`src/rtl/cct_pkg.sv`:
```
// Constants shared by the capture/compare timer core: register map, field
// positions, reset values and mode encodings.
// Assumes a 32-bit classic Wishbone slave with byte addresses on adr[7:0].
package cct_pkg;

  // Register byte offsets
  localparam logic [7:0] ADDR_CTRL_ONE_LOW  = 8'h00;
  localparam logic [7:0] ADDR_CTRL_ONE_HIGH = 8'h04;
  localparam logic [7:0] ADDR_CTRL_TWO_HIGH = 8'h08;
  localparam logic [7:0] ADDR_STATUS_LOW    = 8'h0C;
  localparam logic [7:0] ADDR_COUNTER_LOW   = 8'h10;
  localparam logic [7:0] ADDR_COUNTER_HIGH  = 8'h14;
  localparam logic [7:0] ADDR_PERIOD_LOW    = 8'h18;
  localparam logic [7:0] ADDR_PERIOD_HIGH   = 8'h1C;
  localparam logic [7:0] ADDR_COMPARE_A     = 8'h20;
  localparam logic [7:0] ADDR_COMPARE_B     = 8'h24;
  localparam logic [7:0] ADDR_CAPTURE_BUF   = 8'h28;

  // Control one low fields
  localparam int CTRL_EN_BIT     = 15;
  localparam int CLKSEL_LSB      = 8;
  localparam int WIDE_BIT        = 5;
  localparam int CAPTURE_COMPARE_SELECT_BIT       = 4;
  localparam int MODE_LSB        = 0;
  // Control one high fields
  localparam int TRIGGER_ENABLE_BIT      = 7;
  localparam int SYNC_LSB        = 0;
  // Control two high fields
  localparam int AUX_LSB         = 3;
  localparam int CAPDIS_BIT      = 0;
  // Status low fields
  localparam int STAT_TRIG_BIT   = 7;
  localparam int STAT_TRIGGER_CLEAR_BIT  = 5;
  localparam int STAT_OVF_BIT    = 3;
  localparam int STAT_EMPTY_BIT  = 2;
  localparam int STAT_FULL_BIT   = 1;
  localparam int STAT_OUT_BIT    = 0;

  // Reset values
  localparam logic [15:0] WORD_RST   = 16'h0000;
  localparam logic [31:0] DWORD_RST  = 32'h0000_0000;
  localparam logic [15:0] WORD_MAX   = 16'hFFFF;
  localparam logic [31:0] DWORD_MAX  = 32'hFFFF_FFFF;

  // Clock source select
  localparam logic [2:0] CLK_SYS = 3'h0;

  // Sync source codes
  localparam logic [4:0] SYNC_NONE = 5'h00;
  localparam logic [4:0] SYNC_OWN  = 5'h01;
  localparam logic [4:0] SYNC_AUTO = 5'h1F;

  // Mode select encodings
  typedef enum logic [3:0] {
    CCT_M_TIMER  = 4'h0,
    CCT_M_HIGH   = 4'h1,
    CCT_M_LOW    = 4'h2,
    CCT_M_TOGGLE = 4'h3,
    CCT_M_DUAL   = 4'h4,
    CCT_M_PWM    = 4'h5,
    CCT_M_CENTER = 4'h6,
    CCT_M_VFREQ  = 4'h7
  } cct_mode_e;

  // Auxiliary output select
  localparam logic [1:0] AUX_OFF  = 2'h0;
  localparam logic [1:0] AUX_ROLL = 2'h1;
  localparam logic [1:0] AUX_EVT  = 2'h2;
  localparam logic [1:0] AUX_SIG  = 2'h3;

endpackage : cct_pkg

```
`src/rtl/cct_sync_edge.sv`:
```
// Two-stage synchroniser with edge detection for a group of inputs.
// Assumes inputs are asynchronous to clk_i; edges come from stages two and three.
`timescale 1ns/1ps
module cct_sync_edge #(
  parameter int W = 1
) (
  // Clock and reset
  input  wire logic         clk_i,
  input  wire logic         rst_i,
  // Raw inputs
  input  wire logic [W-1:0] d_i,
  // Synchronised level and edges
  output logic      [W-1:0] lvl_o,
  output logic      [W-1:0] rise_o,
  output logic      [W-1:0] fall_o
);

  logic [W-1:0] s1_q;
  logic [W-1:0] s2_q;
  logic [W-1:0] s3_q;

  // Synchroniser chain; stage one feeds stage two only
  always_ff @(posedge clk_i) begin
    if (rst_i) begin
      s1_q <= '0;
      s2_q <= '0;
      s3_q <= '0;
    end else begin
      s1_q <= d_i;
      s2_q <= s1_q;
      s3_q <= s2_q;
    end
  end

  // Edges seen once per transition
  assign lvl_o  = s2_q;
  assign rise_o = s2_q & ~s3_q;
  assign fall_o = ~s2_q & s3_q;

endmodule : cct_sync_edge

```
`src/rtl/cct_core.sv`:
```
// Capture/compare timer core: dual 16-bit or 32-bit time base, sync and
// trigger start, output compare and PWM, input capture into a FIFO, aux output.
// Assumes a classic Wishbone master on clk_i; all pin inputs are asynchronous.
//
// The implementer's own choices: the Wishbone slave port and the placing of the registers.
`timescale 1ns/1ps
module cct_core #(
  parameter int  FIFO_DEPTH = 4,
  parameter bit  MULTI_OUT  = 1'b1
) (
  // Clock and reset
  input  wire logic        clk_i,
  input  wire logic        rst_i,
  // Wishbone slave
  input  wire logic        wb_cyc_i,
  input  wire logic        wb_stb_i,
  input  wire logic        wb_we_i,
  input  wire logic [7:0]  wb_adr_i,
  input  wire logic [3:0]  wb_sel_i,
  input  wire logic [31:0] wb_dat_i,
  output logic      [31:0] wb_dat_o,
  output logic             wb_ack_o,
  // Time base sources for select codes 1 to 7
  input  wire logic [6:0]  timebase_src_i,
  // Sync sources indexed by sync code
  input  wire logic [31:0] sync_src_i,
  // Capture pin
  input  wire logic        capture_i,
  // Outputs to other modules
  output logic             sync_o,
  output logic             compare_event_flag_o,
  output logic             compare_out_o,
  output logic             aux_o
);

  localparam int PW = (FIFO_DEPTH > 1) ? $clog2(FIFO_DEPTH) : 1;

  // Structural check on the FIFO depth
  if (FIFO_DEPTH < 2 || (1 << PW) != FIFO_DEPTH) begin : g_bad_depth
    $error("FIFO_DEPTH must be a power of two, at least 2");
  end

  // Merge write data under byte enables
  function automatic logic [31:0] merge(input logic [31:0] old, input logic [31:0] nw, input logic [3:0] sel);
    logic [31:0] r;
    r = old;
    for (int b = 0; b < 4; b++) begin
      if (sel[b]) begin
        r[b*8 +: 8] = nw[b*8 +: 8];
      end
    end
    return r;
  endfunction : merge

  // Synchronised pins
  logic [39:0] pin_lvl;
  logic [39:0] pin_rise;
  logic [39:0] pin_fall;

  cct_sync_edge #(.W(40)) u_sync (
    .clk_i  (clk_i),
    .rst_i  (rst_i),
    .d_i    ({capture_i, sync_src_i, timebase_src_i}),
    .lvl_o  (pin_lvl),
    .rise_o (pin_rise),
    .fall_o (pin_fall)
  );

  // State registers
  logic           ack_q, ack_d;
  logic [31:0]    dat_q, dat_d;
  logic           en_q, en_d;
  logic [2:0]     clksel_q, clksel_d;
  logic           wide_q, wide_d;
  logic           capture_compare_select_q, capture_compare_select_d;
  logic [3:0]     mode_q, mode_d;
  logic           trigger_enable_q, trigger_enable_d;
  logic [4:0]     syncsel_q, syncsel_d;
  logic [1:0]     auxsel_q, auxsel_d;
  logic           capdis_q, capdis_d;
  logic           trig_q, trig_d;
  logic           ovf_q, ovf_d;
  logic [15:0]    lo_q, lo_d, hi_q, hi_d;
  logic [15:0]    prl_q, prl_d, prh_q, prh_d;
  logic [31:0]    ra_q, ra_d, rb_q, rb_d;
  logic [15:0]    ras_q, ras_d, rbs_q, rbs_d;
  logic           out_q, out_d;
  logic [3:0]     pre_q, pre_d;
  logic           sync_q, sync_d;
  logic           cef_q, cef_d;
  logic           aux_q, aux_d;
  logic [31:0]    fifo_q [FIFO_DEPTH];
  logic [31:0]    fifo_d [FIFO_DEPTH];
  logic [PW-1:0]  wp_q, wp_d, rp_q, rp_d;
  logic [PW:0]    fcnt_q, fcnt_d;

  // Combinational helpers
  logic        acc, wr, rd, tick, sevt, run, roll, sec_roll, trigger_clear;
  logic        mat_a, mat_b, cmp_evt, cap_evt, push, pop, fifo_full;
  logic [31:0] cnt32, lim32, rdv, wv;
  logic [15:0] lim_lo;

  // Next-state logic for bus, time base, compare and capture
  always_comb begin
    ack_d = 1'b0; dat_d = dat_q; en_d = en_q; clksel_d = clksel_q; wide_d = wide_q;
    capture_compare_select_d = capture_compare_select_q; mode_d = mode_q; trigger_enable_d = trigger_enable_q; syncsel_d = syncsel_q;
    auxsel_d = auxsel_q; capdis_d = capdis_q; trig_d = trig_q; ovf_d = ovf_q;
    lo_d = lo_q; hi_d = hi_q; prl_d = prl_q; prh_d = prh_q; ra_d = ra_q; rb_d = rb_q;
    ras_d = ras_q; rbs_d = rbs_q; out_d = out_q; pre_d = pre_q;
    fifo_d = fifo_q; wp_d = wp_q; rp_d = rp_q; fcnt_d = fcnt_q;
    // Bus access takes one cycle, answered by a one-cycle ack
    acc = wb_cyc_i & wb_stb_i & ~ack_q;
    wr = acc & wb_we_i;
    rd = acc & ~wb_we_i;
    wv = cct_pkg::DWORD_RST;
    trigger_clear = wr && wb_adr_i == cct_pkg::ADDR_STATUS_LOW && wb_sel_i[0] && wb_dat_i[cct_pkg::STAT_TRIGGER_CLEAR_BIT];
    // Time base clock as a one-cycle enable
    tick = (clksel_q == cct_pkg::CLK_SYS) ? 1'b1 : pin_rise[clksel_q - 3'd1];
    // Own sync out feeds back; none and auto codes give no event; other codes come from pins
    unique case (syncsel_q)
      cct_pkg::SYNC_NONE, cct_pkg::SYNC_AUTO: sevt = 1'b0;
      cct_pkg::SYNC_OWN:                      sevt = sync_q;
      default:                                sevt = pin_rise[7 + syncsel_q];
    endcase
    run = en_q & tick & ~(trigger_enable_q & ~trig_q);
    cnt32 = {hi_q, lo_q};
    lim_lo = (capture_compare_select_q || syncsel_q == cct_pkg::SYNC_AUTO) ? cct_pkg::WORD_MAX : prl_q;
    lim32 = (capture_compare_select_q || syncsel_q == cct_pkg::SYNC_AUTO) ? cct_pkg::DWORD_MAX : {prh_q, prl_q};
    roll = run & (wide_q ? (cnt32 == lim32) : (lo_q == lim_lo));
    sec_roll = en_q & tick & ~wide_q & ~capture_compare_select_q & (hi_q == prh_q);
    // Counting
    if (run) begin
      if (wide_q) begin
        {hi_d, lo_d} = roll ? cct_pkg::DWORD_RST : cnt32 + 32'h0000_0001;
      end else begin
        lo_d = roll ? cct_pkg::WORD_RST : lo_q + 16'h0001;
      end
    end
    if (en_q && tick && !wide_q && !capture_compare_select_q) begin
      hi_d = sec_roll ? cct_pkg::WORD_RST : hi_q + 16'h0001;
    end
    // Sync reset of the primary timer
    if (sevt && !trigger_enable_q) begin
      lo_d = cct_pkg::WORD_RST;
      if (wide_q) begin
        hi_d = cct_pkg::WORD_RST;
      end
    end
    // Clear or trigger wait holds the timer at zero; a trigger in the clear cycle still wins
    if (trigger_clear || (trigger_enable_q && !trig_q)) begin
      trig_d = 1'b0;
      lo_d = cct_pkg::WORD_RST;
      if (wide_q) begin
        hi_d = cct_pkg::WORD_RST;
      end
    end
    if (trigger_enable_q && sevt) begin
      trig_d = 1'b1;
    end
    // Compare matches taken on the time base tick
    mat_a = run & (wide_q ? (cnt32 == ra_q) : (lo_q == ra_q[15:0]));
    mat_b = run & (lo_q == rb_q[15:0]);
    cmp_evt = 1'b0;
    if (roll) begin
      ras_d = ra_q[15:0];
      rbs_d = rb_q[15:0];
    end
    if (!capture_compare_select_q) begin
      unique case (mode_q)
        cct_pkg::CCT_M_TIMER: out_d = 1'b0;
        cct_pkg::CCT_M_HIGH: begin
          cmp_evt = mat_a;
          out_d = mat_a ? 1'b1 : out_q;
        end
        cct_pkg::CCT_M_LOW: begin
          cmp_evt = mat_a;
          out_d = mat_a ? 1'b0 : out_q;
        end
        cct_pkg::CCT_M_TOGGLE: begin
          cmp_evt = mat_a;
          out_d = out_q ^ mat_a;
        end
        cct_pkg::CCT_M_DUAL: begin
          cmp_evt = mat_a | mat_b;
          if (mat_a) out_d = 1'b1;
          if (mat_b) out_d = 1'b0;
        end
        cct_pkg::CCT_M_PWM, cct_pkg::CCT_M_CENTER: begin
          // Shadow values only change at rollover, so no glitch mid-period
          if (mode_q == cct_pkg::CCT_M_CENTER && !MULTI_OUT) begin
            out_d = 1'b0;
          end else begin
            cmp_evt = run & ((lo_q == ras_q) | (lo_q == rbs_q));
            if (run && lo_q == ras_q) out_d = 1'b1;
            if (run && lo_q == rbs_q) out_d = 1'b0;
          end
        end
        cct_pkg::CCT_M_VFREQ: begin
          cmp_evt = roll;
          out_d = out_q ^ roll;
        end
        default: out_d = 1'b0;
      endcase
    end else begin
      out_d = 1'b0;
    end
    // Capture event selection and prescale
    cap_evt = 1'b0;
    if (capture_compare_select_q && en_q) begin
      unique case (mode_q)
        4'h0, 4'h3: cap_evt = pin_rise[39] | pin_fall[39];
        4'h1:       cap_evt = pin_rise[39];
        4'h2:       cap_evt = pin_fall[39];
        4'h4, 4'h5: begin
          if (pin_rise[39]) begin
            pre_d = pre_q + 4'h1;
          end
          cap_evt = pin_rise[39] & ((mode_q == 4'h4) ? (pre_q[1:0] == 2'h3) : (pre_q == 4'hF));
        end
        default:    cap_evt = 1'b0;
      endcase
    end
    // FIFO pop on buffer read, push on capture
    fifo_full = (fcnt_q == (PW+1)'(FIFO_DEPTH));
    pop = rd && wb_adr_i == cct_pkg::ADDR_CAPTURE_BUF && fcnt_q != '0;
    push = cap_evt & ~capdis_q & (~fifo_full | pop);
    if (cap_evt && !capdis_q && fifo_full && !pop) begin
      ovf_d = 1'b1;
    end else if (wr && wb_adr_i == cct_pkg::ADDR_STATUS_LOW && wb_sel_i[0] && wb_dat_i[cct_pkg::STAT_OVF_BIT]) begin
      ovf_d = 1'b0;
    end
    if (push) begin
      fifo_d[wp_q] = wide_q ? cnt32 : {cct_pkg::WORD_RST, lo_q};
      wp_d = wp_q + 1'b1;
    end
    if (pop) begin
      rp_d = rp_q + 1'b1;
    end
    fcnt_d = fcnt_q + (PW+1)'(push) - (PW+1)'(pop);
    // Read data
    rdv = cct_pkg::DWORD_RST;
    unique case (wb_adr_i)
      cct_pkg::ADDR_CTRL_ONE_LOW: begin
        rdv[cct_pkg::CTRL_EN_BIT] = en_q;
        rdv[cct_pkg::CLKSEL_LSB +: 3] = clksel_q;
        rdv[cct_pkg::WIDE_BIT] = wide_q;
        rdv[cct_pkg::CAPTURE_COMPARE_SELECT_BIT] = capture_compare_select_q;
        rdv[cct_pkg::MODE_LSB +: 4] = mode_q;
      end
      cct_pkg::ADDR_CTRL_ONE_HIGH: begin
        rdv[cct_pkg::TRIGGER_ENABLE_BIT] = trigger_enable_q;
        rdv[cct_pkg::SYNC_LSB +: 5] = syncsel_q;
      end
      cct_pkg::ADDR_CTRL_TWO_HIGH: begin
        rdv[cct_pkg::AUX_LSB +: 2] = auxsel_q;
        rdv[cct_pkg::CAPDIS_BIT] = capdis_q;
      end
      cct_pkg::ADDR_STATUS_LOW: begin
        rdv[cct_pkg::STAT_TRIG_BIT] = trig_q;
        rdv[cct_pkg::STAT_OVF_BIT] = ovf_q;
        rdv[cct_pkg::STAT_EMPTY_BIT] = (fcnt_q == '0);
        rdv[cct_pkg::STAT_FULL_BIT] = fifo_full;
        rdv[cct_pkg::STAT_OUT_BIT] = out_q;
      end
      cct_pkg::ADDR_COUNTER_LOW:  rdv[15:0] = lo_q;
      cct_pkg::ADDR_COUNTER_HIGH: rdv[15:0] = hi_q;
      cct_pkg::ADDR_PERIOD_LOW:   rdv[15:0] = prl_q;
      cct_pkg::ADDR_PERIOD_HIGH:  rdv[15:0] = prh_q;
      cct_pkg::ADDR_COMPARE_A:    rdv = ra_q;
      cct_pkg::ADDR_COMPARE_B:    rdv = rb_q;
      cct_pkg::ADDR_CAPTURE_BUF:  rdv = (fcnt_q != '0) ? fifo_q[rp_q] : cct_pkg::DWORD_RST;
      default:                    rdv = cct_pkg::DWORD_RST;
    endcase
    if (acc) begin
      ack_d = 1'b1;
      dat_d = wb_we_i ? cct_pkg::DWORD_RST : rdv;
    end
    // Register writes; software counter writes override counting
    if (wr) begin
      wv = merge(rdv, wb_dat_i, wb_sel_i);
      unique case (wb_adr_i)
        cct_pkg::ADDR_CTRL_ONE_LOW: begin
          en_d = wv[cct_pkg::CTRL_EN_BIT];
          clksel_d = wv[cct_pkg::CLKSEL_LSB +: 3];
          wide_d = wv[cct_pkg::WIDE_BIT];
          capture_compare_select_d = wv[cct_pkg::CAPTURE_COMPARE_SELECT_BIT];
          mode_d = wv[cct_pkg::MODE_LSB +: 4];
        end
        cct_pkg::ADDR_CTRL_ONE_HIGH: begin
          trigger_enable_d = wv[cct_pkg::TRIGGER_ENABLE_BIT];
          syncsel_d = wv[cct_pkg::SYNC_LSB +: 5];
        end
        cct_pkg::ADDR_CTRL_TWO_HIGH: begin
          auxsel_d = wv[cct_pkg::AUX_LSB +: 2];
          capdis_d = wv[cct_pkg::CAPDIS_BIT];
        end
        cct_pkg::ADDR_COUNTER_LOW:  lo_d = wv[15:0];
        cct_pkg::ADDR_COUNTER_HIGH: hi_d = wv[15:0];
        cct_pkg::ADDR_PERIOD_LOW:   prl_d = wv[15:0];
        cct_pkg::ADDR_PERIOD_HIGH:  prh_d = wv[15:0];
        cct_pkg::ADDR_COMPARE_A:    ra_d = wv;
        cct_pkg::ADDR_COMPARE_B:    rb_d = wv;
        default: ;
      endcase
    end
    // Output pulses and aux selection
    sync_d = roll;
    cef_d = ((sec_roll | (wide_q & ~capture_compare_select_q & roll)) & (mode_q == cct_pkg::CCT_M_TIMER)) | cmp_evt;
    aux_d = 1'b0;
    if (auxsel_q != cct_pkg::AUX_OFF) begin
      if (capture_compare_select_q) begin
        aux_d = (auxsel_q == cct_pkg::AUX_ROLL) ? roll : (auxsel_q == cct_pkg::AUX_EVT) & capdis_q;
      end else if (mode_q == cct_pkg::CCT_M_TIMER) begin
        aux_d = (auxsel_q == cct_pkg::AUX_ROLL) ? roll : (auxsel_q == cct_pkg::AUX_EVT) & sevt;
      end else begin
        unique case (auxsel_q)
          cct_pkg::AUX_ROLL: aux_d = roll;
          cct_pkg::AUX_EVT:  aux_d = cmp_evt;
          default:           aux_d = out_d;
        endcase
      end
    end
  end

  // State registers with synchronous reset
  always_ff @(posedge clk_i) begin
    if (rst_i) begin
      ack_q <= 1'b0; dat_q <= cct_pkg::DWORD_RST; en_q <= 1'b0; clksel_q <= cct_pkg::CLK_SYS;
      wide_q <= 1'b0; capture_compare_select_q <= 1'b0; mode_q <= cct_pkg::CCT_M_TIMER; trigger_enable_q <= 1'b0;
      syncsel_q <= cct_pkg::SYNC_NONE; auxsel_q <= cct_pkg::AUX_OFF; capdis_q <= 1'b0;
      trig_q <= 1'b0; ovf_q <= 1'b0; lo_q <= cct_pkg::WORD_RST; hi_q <= cct_pkg::WORD_RST;
      prl_q <= cct_pkg::WORD_MAX; prh_q <= cct_pkg::WORD_MAX;
      ra_q <= cct_pkg::DWORD_RST; rb_q <= cct_pkg::DWORD_RST;
      ras_q <= cct_pkg::WORD_RST; rbs_q <= cct_pkg::WORD_RST; out_q <= 1'b0; pre_q <= 4'h0;
      sync_q <= 1'b0; cef_q <= 1'b0; aux_q <= 1'b0;
      wp_q <= '0; rp_q <= '0; fcnt_q <= '0;
      for (int i = 0; i < FIFO_DEPTH; i++) fifo_q[i] <= cct_pkg::DWORD_RST;
    end else begin
      ack_q <= ack_d; dat_q <= dat_d; en_q <= en_d; clksel_q <= clksel_d;
      wide_q <= wide_d; capture_compare_select_q <= capture_compare_select_d; mode_q <= mode_d; trigger_enable_q <= trigger_enable_d;
      syncsel_q <= syncsel_d; auxsel_q <= auxsel_d; capdis_q <= capdis_d;
      trig_q <= trig_d; ovf_q <= ovf_d; lo_q <= lo_d; hi_q <= hi_d;
      prl_q <= prl_d; prh_q <= prh_d; ra_q <= ra_d; rb_q <= rb_d;
      ras_q <= ras_d; rbs_q <= rbs_d; out_q <= out_d; pre_q <= pre_d;
      sync_q <= sync_d; cef_q <= cef_d; aux_q <= aux_d;
      wp_q <= wp_d; rp_q <= rp_d; fcnt_q <= fcnt_d;
      fifo_q <= fifo_d;
    end
  end

  // Outputs straight from flops
  assign wb_ack_o = ack_q;
  assign wb_dat_o = dat_q;
  assign sync_o = sync_q;
  assign compare_event_flag_o = cef_q;
  assign compare_out_o = out_q;
  assign aux_o = aux_q;

endmodule : cct_core

```
`config.mk`:
```
export PLATFORM = sky130hd
export DESIGN_NAME = cct_core
export DESIGN_NICKNAME = d
export VERILOG_FILES = /design/src/rtl/cct_pkg.sv /design/src/rtl/cct_sync_edge.sv /design/src/rtl/cct_core.sv
export SDC_FILE = /design/constraint.sdc
export NUM_CORES = 1
export LEC_CHECK = 0
export ABC_AREA = 1
export BUFFER_PORTS_ARGS = -buffer_cell sky130_fd_sc_hd__buf_2
export CORE_MARGIN = 5
export CORE_UTILIZATION = 45
export DETAILED_ROUTE_END_ITERATION = 10
export HOLD_SLACK_MARGIN = 0.12
export PLACE_DENSITY = 0.67
export SLEW_MARGIN = 5
export SYNTH_ARGS = -nofsm -noshare
export SYNTH_HDL_FRONTEND = slang
export SYNTH_SLANG_ARGS = --single-unit
```
`constraint.sdc`:
```
create_clock -name clk_i -period 3.49 [get_ports clk_i]
set_clock_uncertainty 0.2 [all_clocks]
set_input_delay 0.349 -clock clk_i [delete_from_list [all_inputs] [get_ports clk_i]]
set_output_delay 0.349 -clock clk_i [all_outputs]
set_load 0.05 [all_outputs]
```
Word-level counts from Yosys, hierarchy flattened

Cells that the tools add are included.

$add $sub $neg: 10
$lt $le $gt $ge: 5
Bitwise logic cells: 45
Reduce and logical (&&, ||, !) cells: 50
Eq/ne operators: 32
Shift-type cells: 0
Divide/modulo/power cells: 0
$mul: 0
Muxes and demuxes: 74

Operators by type and width:

| cell                                                | count |
|---|---|
| two-way mux 16 bit                                  | 18 |
| two-way mux 32 bit                                  | 8 |
| bitwise mux 128 bit                                 | 1 |
| equality test 16 bit                                | 6 |
| bitwise AND 40 bit                                  | 2 |
| NOT 40 bit                                          | 2 |
| binary-select mux 32 bit (select 2 bit)             | 1 |
| demux 32 bit (select 2 bit)                         | 1 |
| equality test 32 bit                                | 2 |
| case mux 16 bit (3 select lines)                    | 1 |
| adder 16 x 1 -> 16 bit, second input constant       | 2 |
| adder 32 x 1 -> 32 bit, second input constant       | 1 |
| equality test 8 x 5 -> 1 bit, second input constant | 4 |
| two-way mux 8 bit                                   | 4 |
| case mux 4 bit (7 select lines)                     | 1 |
| equality test 8 x 6 -> 1 bit, second input constant | 3 |
| case mux 3 bit (8 select lines)                     | 1 |
| two-way mux 1 bit                                   | 23 |
| bitwise AND 1 bit                                   | 22 |
| case mux 1 bit (11 select lines)                    | 2 |
| case mux 2 bit (10 select lines)                    | 1 |
| logical AND 1 bit                                   | 19 |
| equality test 4 x 3 -> 1 bit, second input constant | 4 |
| equality test 8 x 4 -> 1 bit, second input constant | 2 |
| other kinds (44)                                    | 85 |

Bits in latches: 0
Input port bits: 89
Output and inout bits: 37
Memories: 0
Logic and storage cells: 252
Flip-flop bits (word level): 477
RAM bits: 0
ROM bits: 0

Longest topological paths before layout

Depth in word-level cells: 18
Mapped depth: 22
Gate-level depth less buffers: 21

Hierarchy

Synthesis repeated with hierarchy kept, for this count alone.

Cell total of the unflattened synthesis: 3192
Area total of the unflattened synthesis: 22599.2 um^2

By module, submodules not included:

| module        | times used | cells an instance | area each (um^2) |
|---|---|---|---|
| cct_core      | 1          | 2699              | 18711.7 |
| cct_sync_edge | 1          | 493               | 3887.5 |

Least setup slack after synthesis

Ideal clock, no wire load.

Kind: register to register
From: reg ack_q, in the netlist wb_ack_o
To: reg fcnt_q[2]
Cell stages (with the launch flop): 16
Path slack: 0.577 ns
Arrival: 2.594 ns
Path buffers: 0
Path through: dfxtp_1 > nor2_1 > inv_2 > nor2_1 > nand3_1 > nand2_1 > inv_2 > nor2_4 > inv_1 > ha_1 > inv_1 > ha_1 > inv_1 > fa_1 > o21ai_0 > a21oi_1

Longest elaborated chain between the ends: 9

Ends and longest elaborated chain:

| what                               | line            | RTL |
|---|---|---|
| start: declaration                 | cct_core.sv:70  | `logic ack_q, ack_d;` |
| start signal: assignment           | cct_core.sv:339 | `ack_q <= ack_d; dat_q <= dat_d; en_q <= en_d; clksel_q <= clksel_d;` |
| NOT 1 bit (*)                      | cct_core.sv:112 | `acc = wb_cyc_i & wb_stb_i & ~ack_q;` |
| bitwise AND 1 bit (*)              | cct_core.sv:112 |  |
| bitwise AND 1 bit (*)              | cct_core.sv:114 | `rd = acc & ~wb_we_i;` |
| logical AND 1 bit (*) (2 in a row) | cct_core.sv:225 | `pop = rd && wb_adr_i == cct_pkg::ADDR_CAPTURE_BUF && fcnt_q != '0;` |
| OR 1 bit                           | cct_core.sv:226 | `push = cap_evt & ~capdis_q & (~fifo_full \| pop);` |
| bitwise AND 1 bit                  | cct_core.sv:226 |  |
| adder 3 x 1 -> 3 bit               | cct_core.sv:239 | `fcnt_d = fcnt_q + (PW+1)'(push) - (PW+1)'(pop);` |
| subtractor 3 x 1 -> 3 bit (*)      | cct_core.sv:239 |  |
| end signal: assignment             | cct_core.sv:346 | `wp_q <= wp_d; rp_q <= rp_d; fcnt_q <= fcnt_d;` |
| end: declaration                   | cct_core.sv:95  | `logic [PW:0] fcnt_q, fcnt_d;` |

Every way passes the cells marked *; elsewhere a longest branch is shown, timed or not.
A chain may end at the register's enable or synchronous reset.

Final worst setup path

From: reg fcnt_q[1]
To: reg prl_q[1]

Longest elaborated chain between the ends: 4
Elaborated cells between the ends (all ways): 5
Classes of those cells: 1 x eq/ne; 3 x mux; 1 x reduce/logical

Ends and longest elaborated chain:

| what                                 | line            | RTL |
|---|---|---|
| nonzero test 3 bit                   | cct_core.sv:271 | `cct_pkg::ADDR_CAPTURE_BUF: rdv = (fcnt_q != '0) ? fifo_q[rp_q] : cct_pkg::DWORD_RST;` |
| two-way mux 32 bit                   | cct_core.sv:271 |  |
| case mux 2 bit (10 select lines) (*) | cct_core.sv:242 | `unique case (wb_adr_i)` |
| two-way mux 8 bit (*)                | cct_core.sv:48  | `if (sel[b]) begin` |
| end signal: assignment               | cct_core.sv:332 | `prl_q <= cct_pkg::WORD_MAX; prh_q <= cct_pkg::WORD_MAX;` |
| end signal: assignment               | cct_core.sv:343 | `prl_q <= prl_d; prh_q <= prh_d; ra_q <= ra_d; rb_q <= rb_d;` |
| end: declaration                     | cct_core.sv:84  | `logic [15:0] prl_q, prl_d, prh_q, prh_d;` |

Marked as above.

==> impl_metrics.json <==
{
  "outcome": "finished clean",
  "synthesis.area_um2": 22340,
  "start_kind": "flop",
  "crit_path_end_kind": "flop",
  "synthCells": 3146,
  "ctsRootBufferMaster": "clkbuf_16",
  "rsz0062_at_grt": "false",
  "die_w_um": 232.8,
  "synth_edf_count": 0,
  "yosys.area_share.simple_pct": 19.91,
  "clockBufferDepth": 3,
  "path_clk_slew_ns": 0.06,
  "synth_compound_area_share_pct": 22.20,
  "wl_mm": 84.59,
  "die-area_um2": 54190,
  "num_vias": 23020,
  "antenna_found_initial": 1,
  "synth_cell_type_count": 56,
  "drc": 0,
  "placed_cell_area_um2": 23960,
  "final_nets": 3484,
  "syn_nets": 3255,
  "required_ns": 3.77,
  "drive_gt1_share_pct": 11.42,
  "period_share_pct": 97.56,
  "syn_avg_cell_area_um2": 7.100,
  "p_total_mw": 11.96,
  "p_leak_nw": 11.77,
  "synthArstFlopShare_pct": 0,
  "overflow": 0,
  "synth_adder_area_share_pct": 1.154,
  "route.met3.wl_mm": 8.538,
  "io_pins": 126,
  "grt_max_degree": 81,
  "setup_violations": 0,
  "yosys-mux-area-fraction_pct": 0.4033,
  "ys_ff_latch": 477,
  "fmax_mhz": 293.7,
  "cts_sinks": 477,
  "io_buffers": 125,
  "met1_length_mm": 35.98,
  "arrival_ns": 3.68,
  "die_h_um": 232.8,
  "rows": 81,
  "coreArea_um2": 49050,
  "hold_violations": 0,
  "regToRegSetupSlack_ns": 0.09,
  "worstSetupPathType": "flop to flop",
  "ys_seq_area_share_pct": 42.75,
  "highest_layer": "met5",
  "min_path_type": "input pin to flop",
  "slew_headroom_pct": 27.81,
  "drt_iter0_drc": 2846,
  "cts-htree-levels": 2,
  "clk_latency_ns": 0.62,
  "wl_met2_mm": 36.87,
  "fin_area_um2": 27080,
  "cts_buffers": 51,
  "setup_tns_ns": 0,
  "p_per_area_nw_per_um2": 441.7,
  "whs_ns": 0.1669,
  "post_drt_via_cell_ratio": 5.644,
  "dp_hpwl_mm": 58.83,
  "yosysWarnings": 0,
  "critPathMaxFanout": 8,
  "worstHoldStart": "wb_dat_i[8]",
  "ant_nets": 0,
  "r2r-start": "fcnt_q[1]$_SDFF_PP0_",
  "dr.pass1.iters": 6,
  "synth_xor_area_share_pct": 2.980,
  "gp_congestion": 1.002,
  "start_util_pct": 45.54,
  "report.final.slew_viol_count": 0,
  "startpoint": "fcnt_q[1]$_SDFF_PP0_",
  "wl_per_cell_um": 20.74,
  "max_cap_violations": 0,
  "fin_crit_ns": 3.405,
  "grt_pass1_wl_mm": 128.0,
  "synth_top_family_by_area": "compound AO/OA/AOI/OAI gates",
  "synth_ff_type": "dfxtp_1",
  "cts_tree": "done",
  "grtUsageTotal_pct": 30.22,
  "antenna_cells": 0,
  "syn_to_final_growth_pct": 21.22,
  "tightest_slew_ns": 1.083,
  "grt_pass1_vias": 21780,
  "peakVddDrop_mv": 0.3874
}
==> through the flow <==
step	worst slack, ns	utilization (%)	cells
after floorplan	0.5770	-	3146
after global placement	-0.2597	48.85	3860
after detailed placement	-0.2988	48.85	3860
after CTS	0.02171	55.10	4075
after global routing	0.01356	55.20	4078
final	0.08531	55.20	4078
==> final timing paths <==
kind,to,cells past startpoint
max,prl_q[1]$_SDFFE_PP1P_,11
min,ra_q[8]$_SDFFE_PP0P_,4
max reg2reg,prl_q[1]$_SDFFE_PP1P_,11
min reg2reg,u_sync.lvl_o[27]$_SDFF_PP0_,2
==> power breakdown <==
group          total, mW  leakage, nW  switching, mW  internal (mW)
Clock               5.93        0.880           2.36           3.56
Combinational      0.513         7.03          0.298          0.215
Sequential          5.52         3.86         0.0191           5.50
Total               12.0         11.8           2.68           9.28
==> registers in the layout, indices dropped and copies added (netlist names), 32 cells and up <==
register	cells
rb_q	32
u_sync.s1_q	40
u_sync.s3_q	40
fifo_q	128
u_sync.lvl_o	40
wb_dat_o	32
ra_q	32
==> cell usage after synthesis (4+ instances only) <==
cell type	count	area share, %
a211oi_1	4	0.13
nor3_2	5	0.22
clkinv_1	9	0.15
inv_1	375	6.3
buf_1	6	0.10
nor2_1	306	5.1
nor4_1	10	0.28
o21ai_0	383	8.6
nand3_1	113	2.5
nor2_2	4	0.11
ha_1	19	1.1
clkbuf_1	106	1.8
nand4_1	36	1.0
o31ai_1	8	0.27
nand3_2	5	0.22
nand2_2	8	0.22
nand2_1	519	8.7
o2111ai_1	9	0.35
buf_4	12	0.40
mux2i_1	9	0.40
xor2_1	40	1.6
nor2_4	7	0.35
buf_2	64	1.4
a2bb2oi_1	7	0.27
dfxtp_1	477	43
o21ai_1	10	0.22
inv_2	15	0.25
o22ai_1	54	1.5
xnor2_1	36	1.4
a22oi_1	13	0.44
nor3_1	28	0.63
o211ai_1	21	0.71
a21oi_1	381	8.5
a221oi_1	12	0.47
==> critical path, cell delays in order, from the launching register on <==
cell and delay (ns):
dfxtp_1 0.37, nor3_4 0.38, inv_1 0.21, nand2_1 0.17
inv_1 0.21, a221oi_1 0.43, nand2_1 0.16, nor3_4 0.29
nand2_1 0.11, o21a_1 0.27, inv_1 0.34, o21ai_0 0.13
==> layer usage <==
| metal | up-vias | track usage (%) |
|---|---|---|
| li1 | 10800 | - |
| met2 | 1184 | 46.61 |
| met1 | 10830 | 42.52 |
| met5 | - | 0 |
| met3 | 197 | 5.540 |
| met4 | 2 | 10.78 |
==> cells by family after synthesis <==
family          Yosys count
mux                       9
buf+inv                 592
compound gates          920
simple gates           1052
fa+ha+maj                20
xor+xnor                 76
flops                   477
==> layout by cell type (no fill, tap or decap), types with 11 or more instances in the layout <==
master | Yosys | routed
nor2_1 | 306 | 303
nand4_1 | 36 | 36
o22ai_1 | 54 | 54
a22oi_1 | 13 | 13
dlygate4sd3_1 | 0 | 123
o211ai_1 | 21 | 21
nand3_1 | 113 | 113
inv_2 | 15 | 15
nor3_1 | 28 | 27
buf_2 | 64 | 124
buf_12 | 0 | 11
ha_1 | 19 | 19
inv_1 | 375 | 374
clkbuf_16 | 0 | 52
o21ai_0 | 383 | 383
a221oi_1 | 12 | 11
dfxtp_1 | 477 | 476
clkbuf_1 | 106 | 11
buf_4 | 12 | 107
xor2_1 | 40 | 40
xnor2_1 | 36 | 36
nand2_1 | 519 | 519
a21oi_1 | 381 | 381
==> timing repair <==
action | 4_1_cts | 5_1_grt
setup endpoints to repair | 8 | 46
endpoints found under the hold margin | 189 | 0
gates resized for setup | 2 | 6
hold buffers | 123 | 0
buffers inserted | 0 | 2
cloned | 0 | 1
pin swaps | 0 | 1
==> layout make-up <==
type	count	area, µm²
clock buffers	70	1439
clock inverters	22	385.4
fillers	4658	21970
inverters	400	1506
multi-input cells	2078	10460
flip-flops and latches	477	9550
well taps	664	830.8
repair buffers	367	2902
No activity file was read; power rests on OpenSTA's default activity.
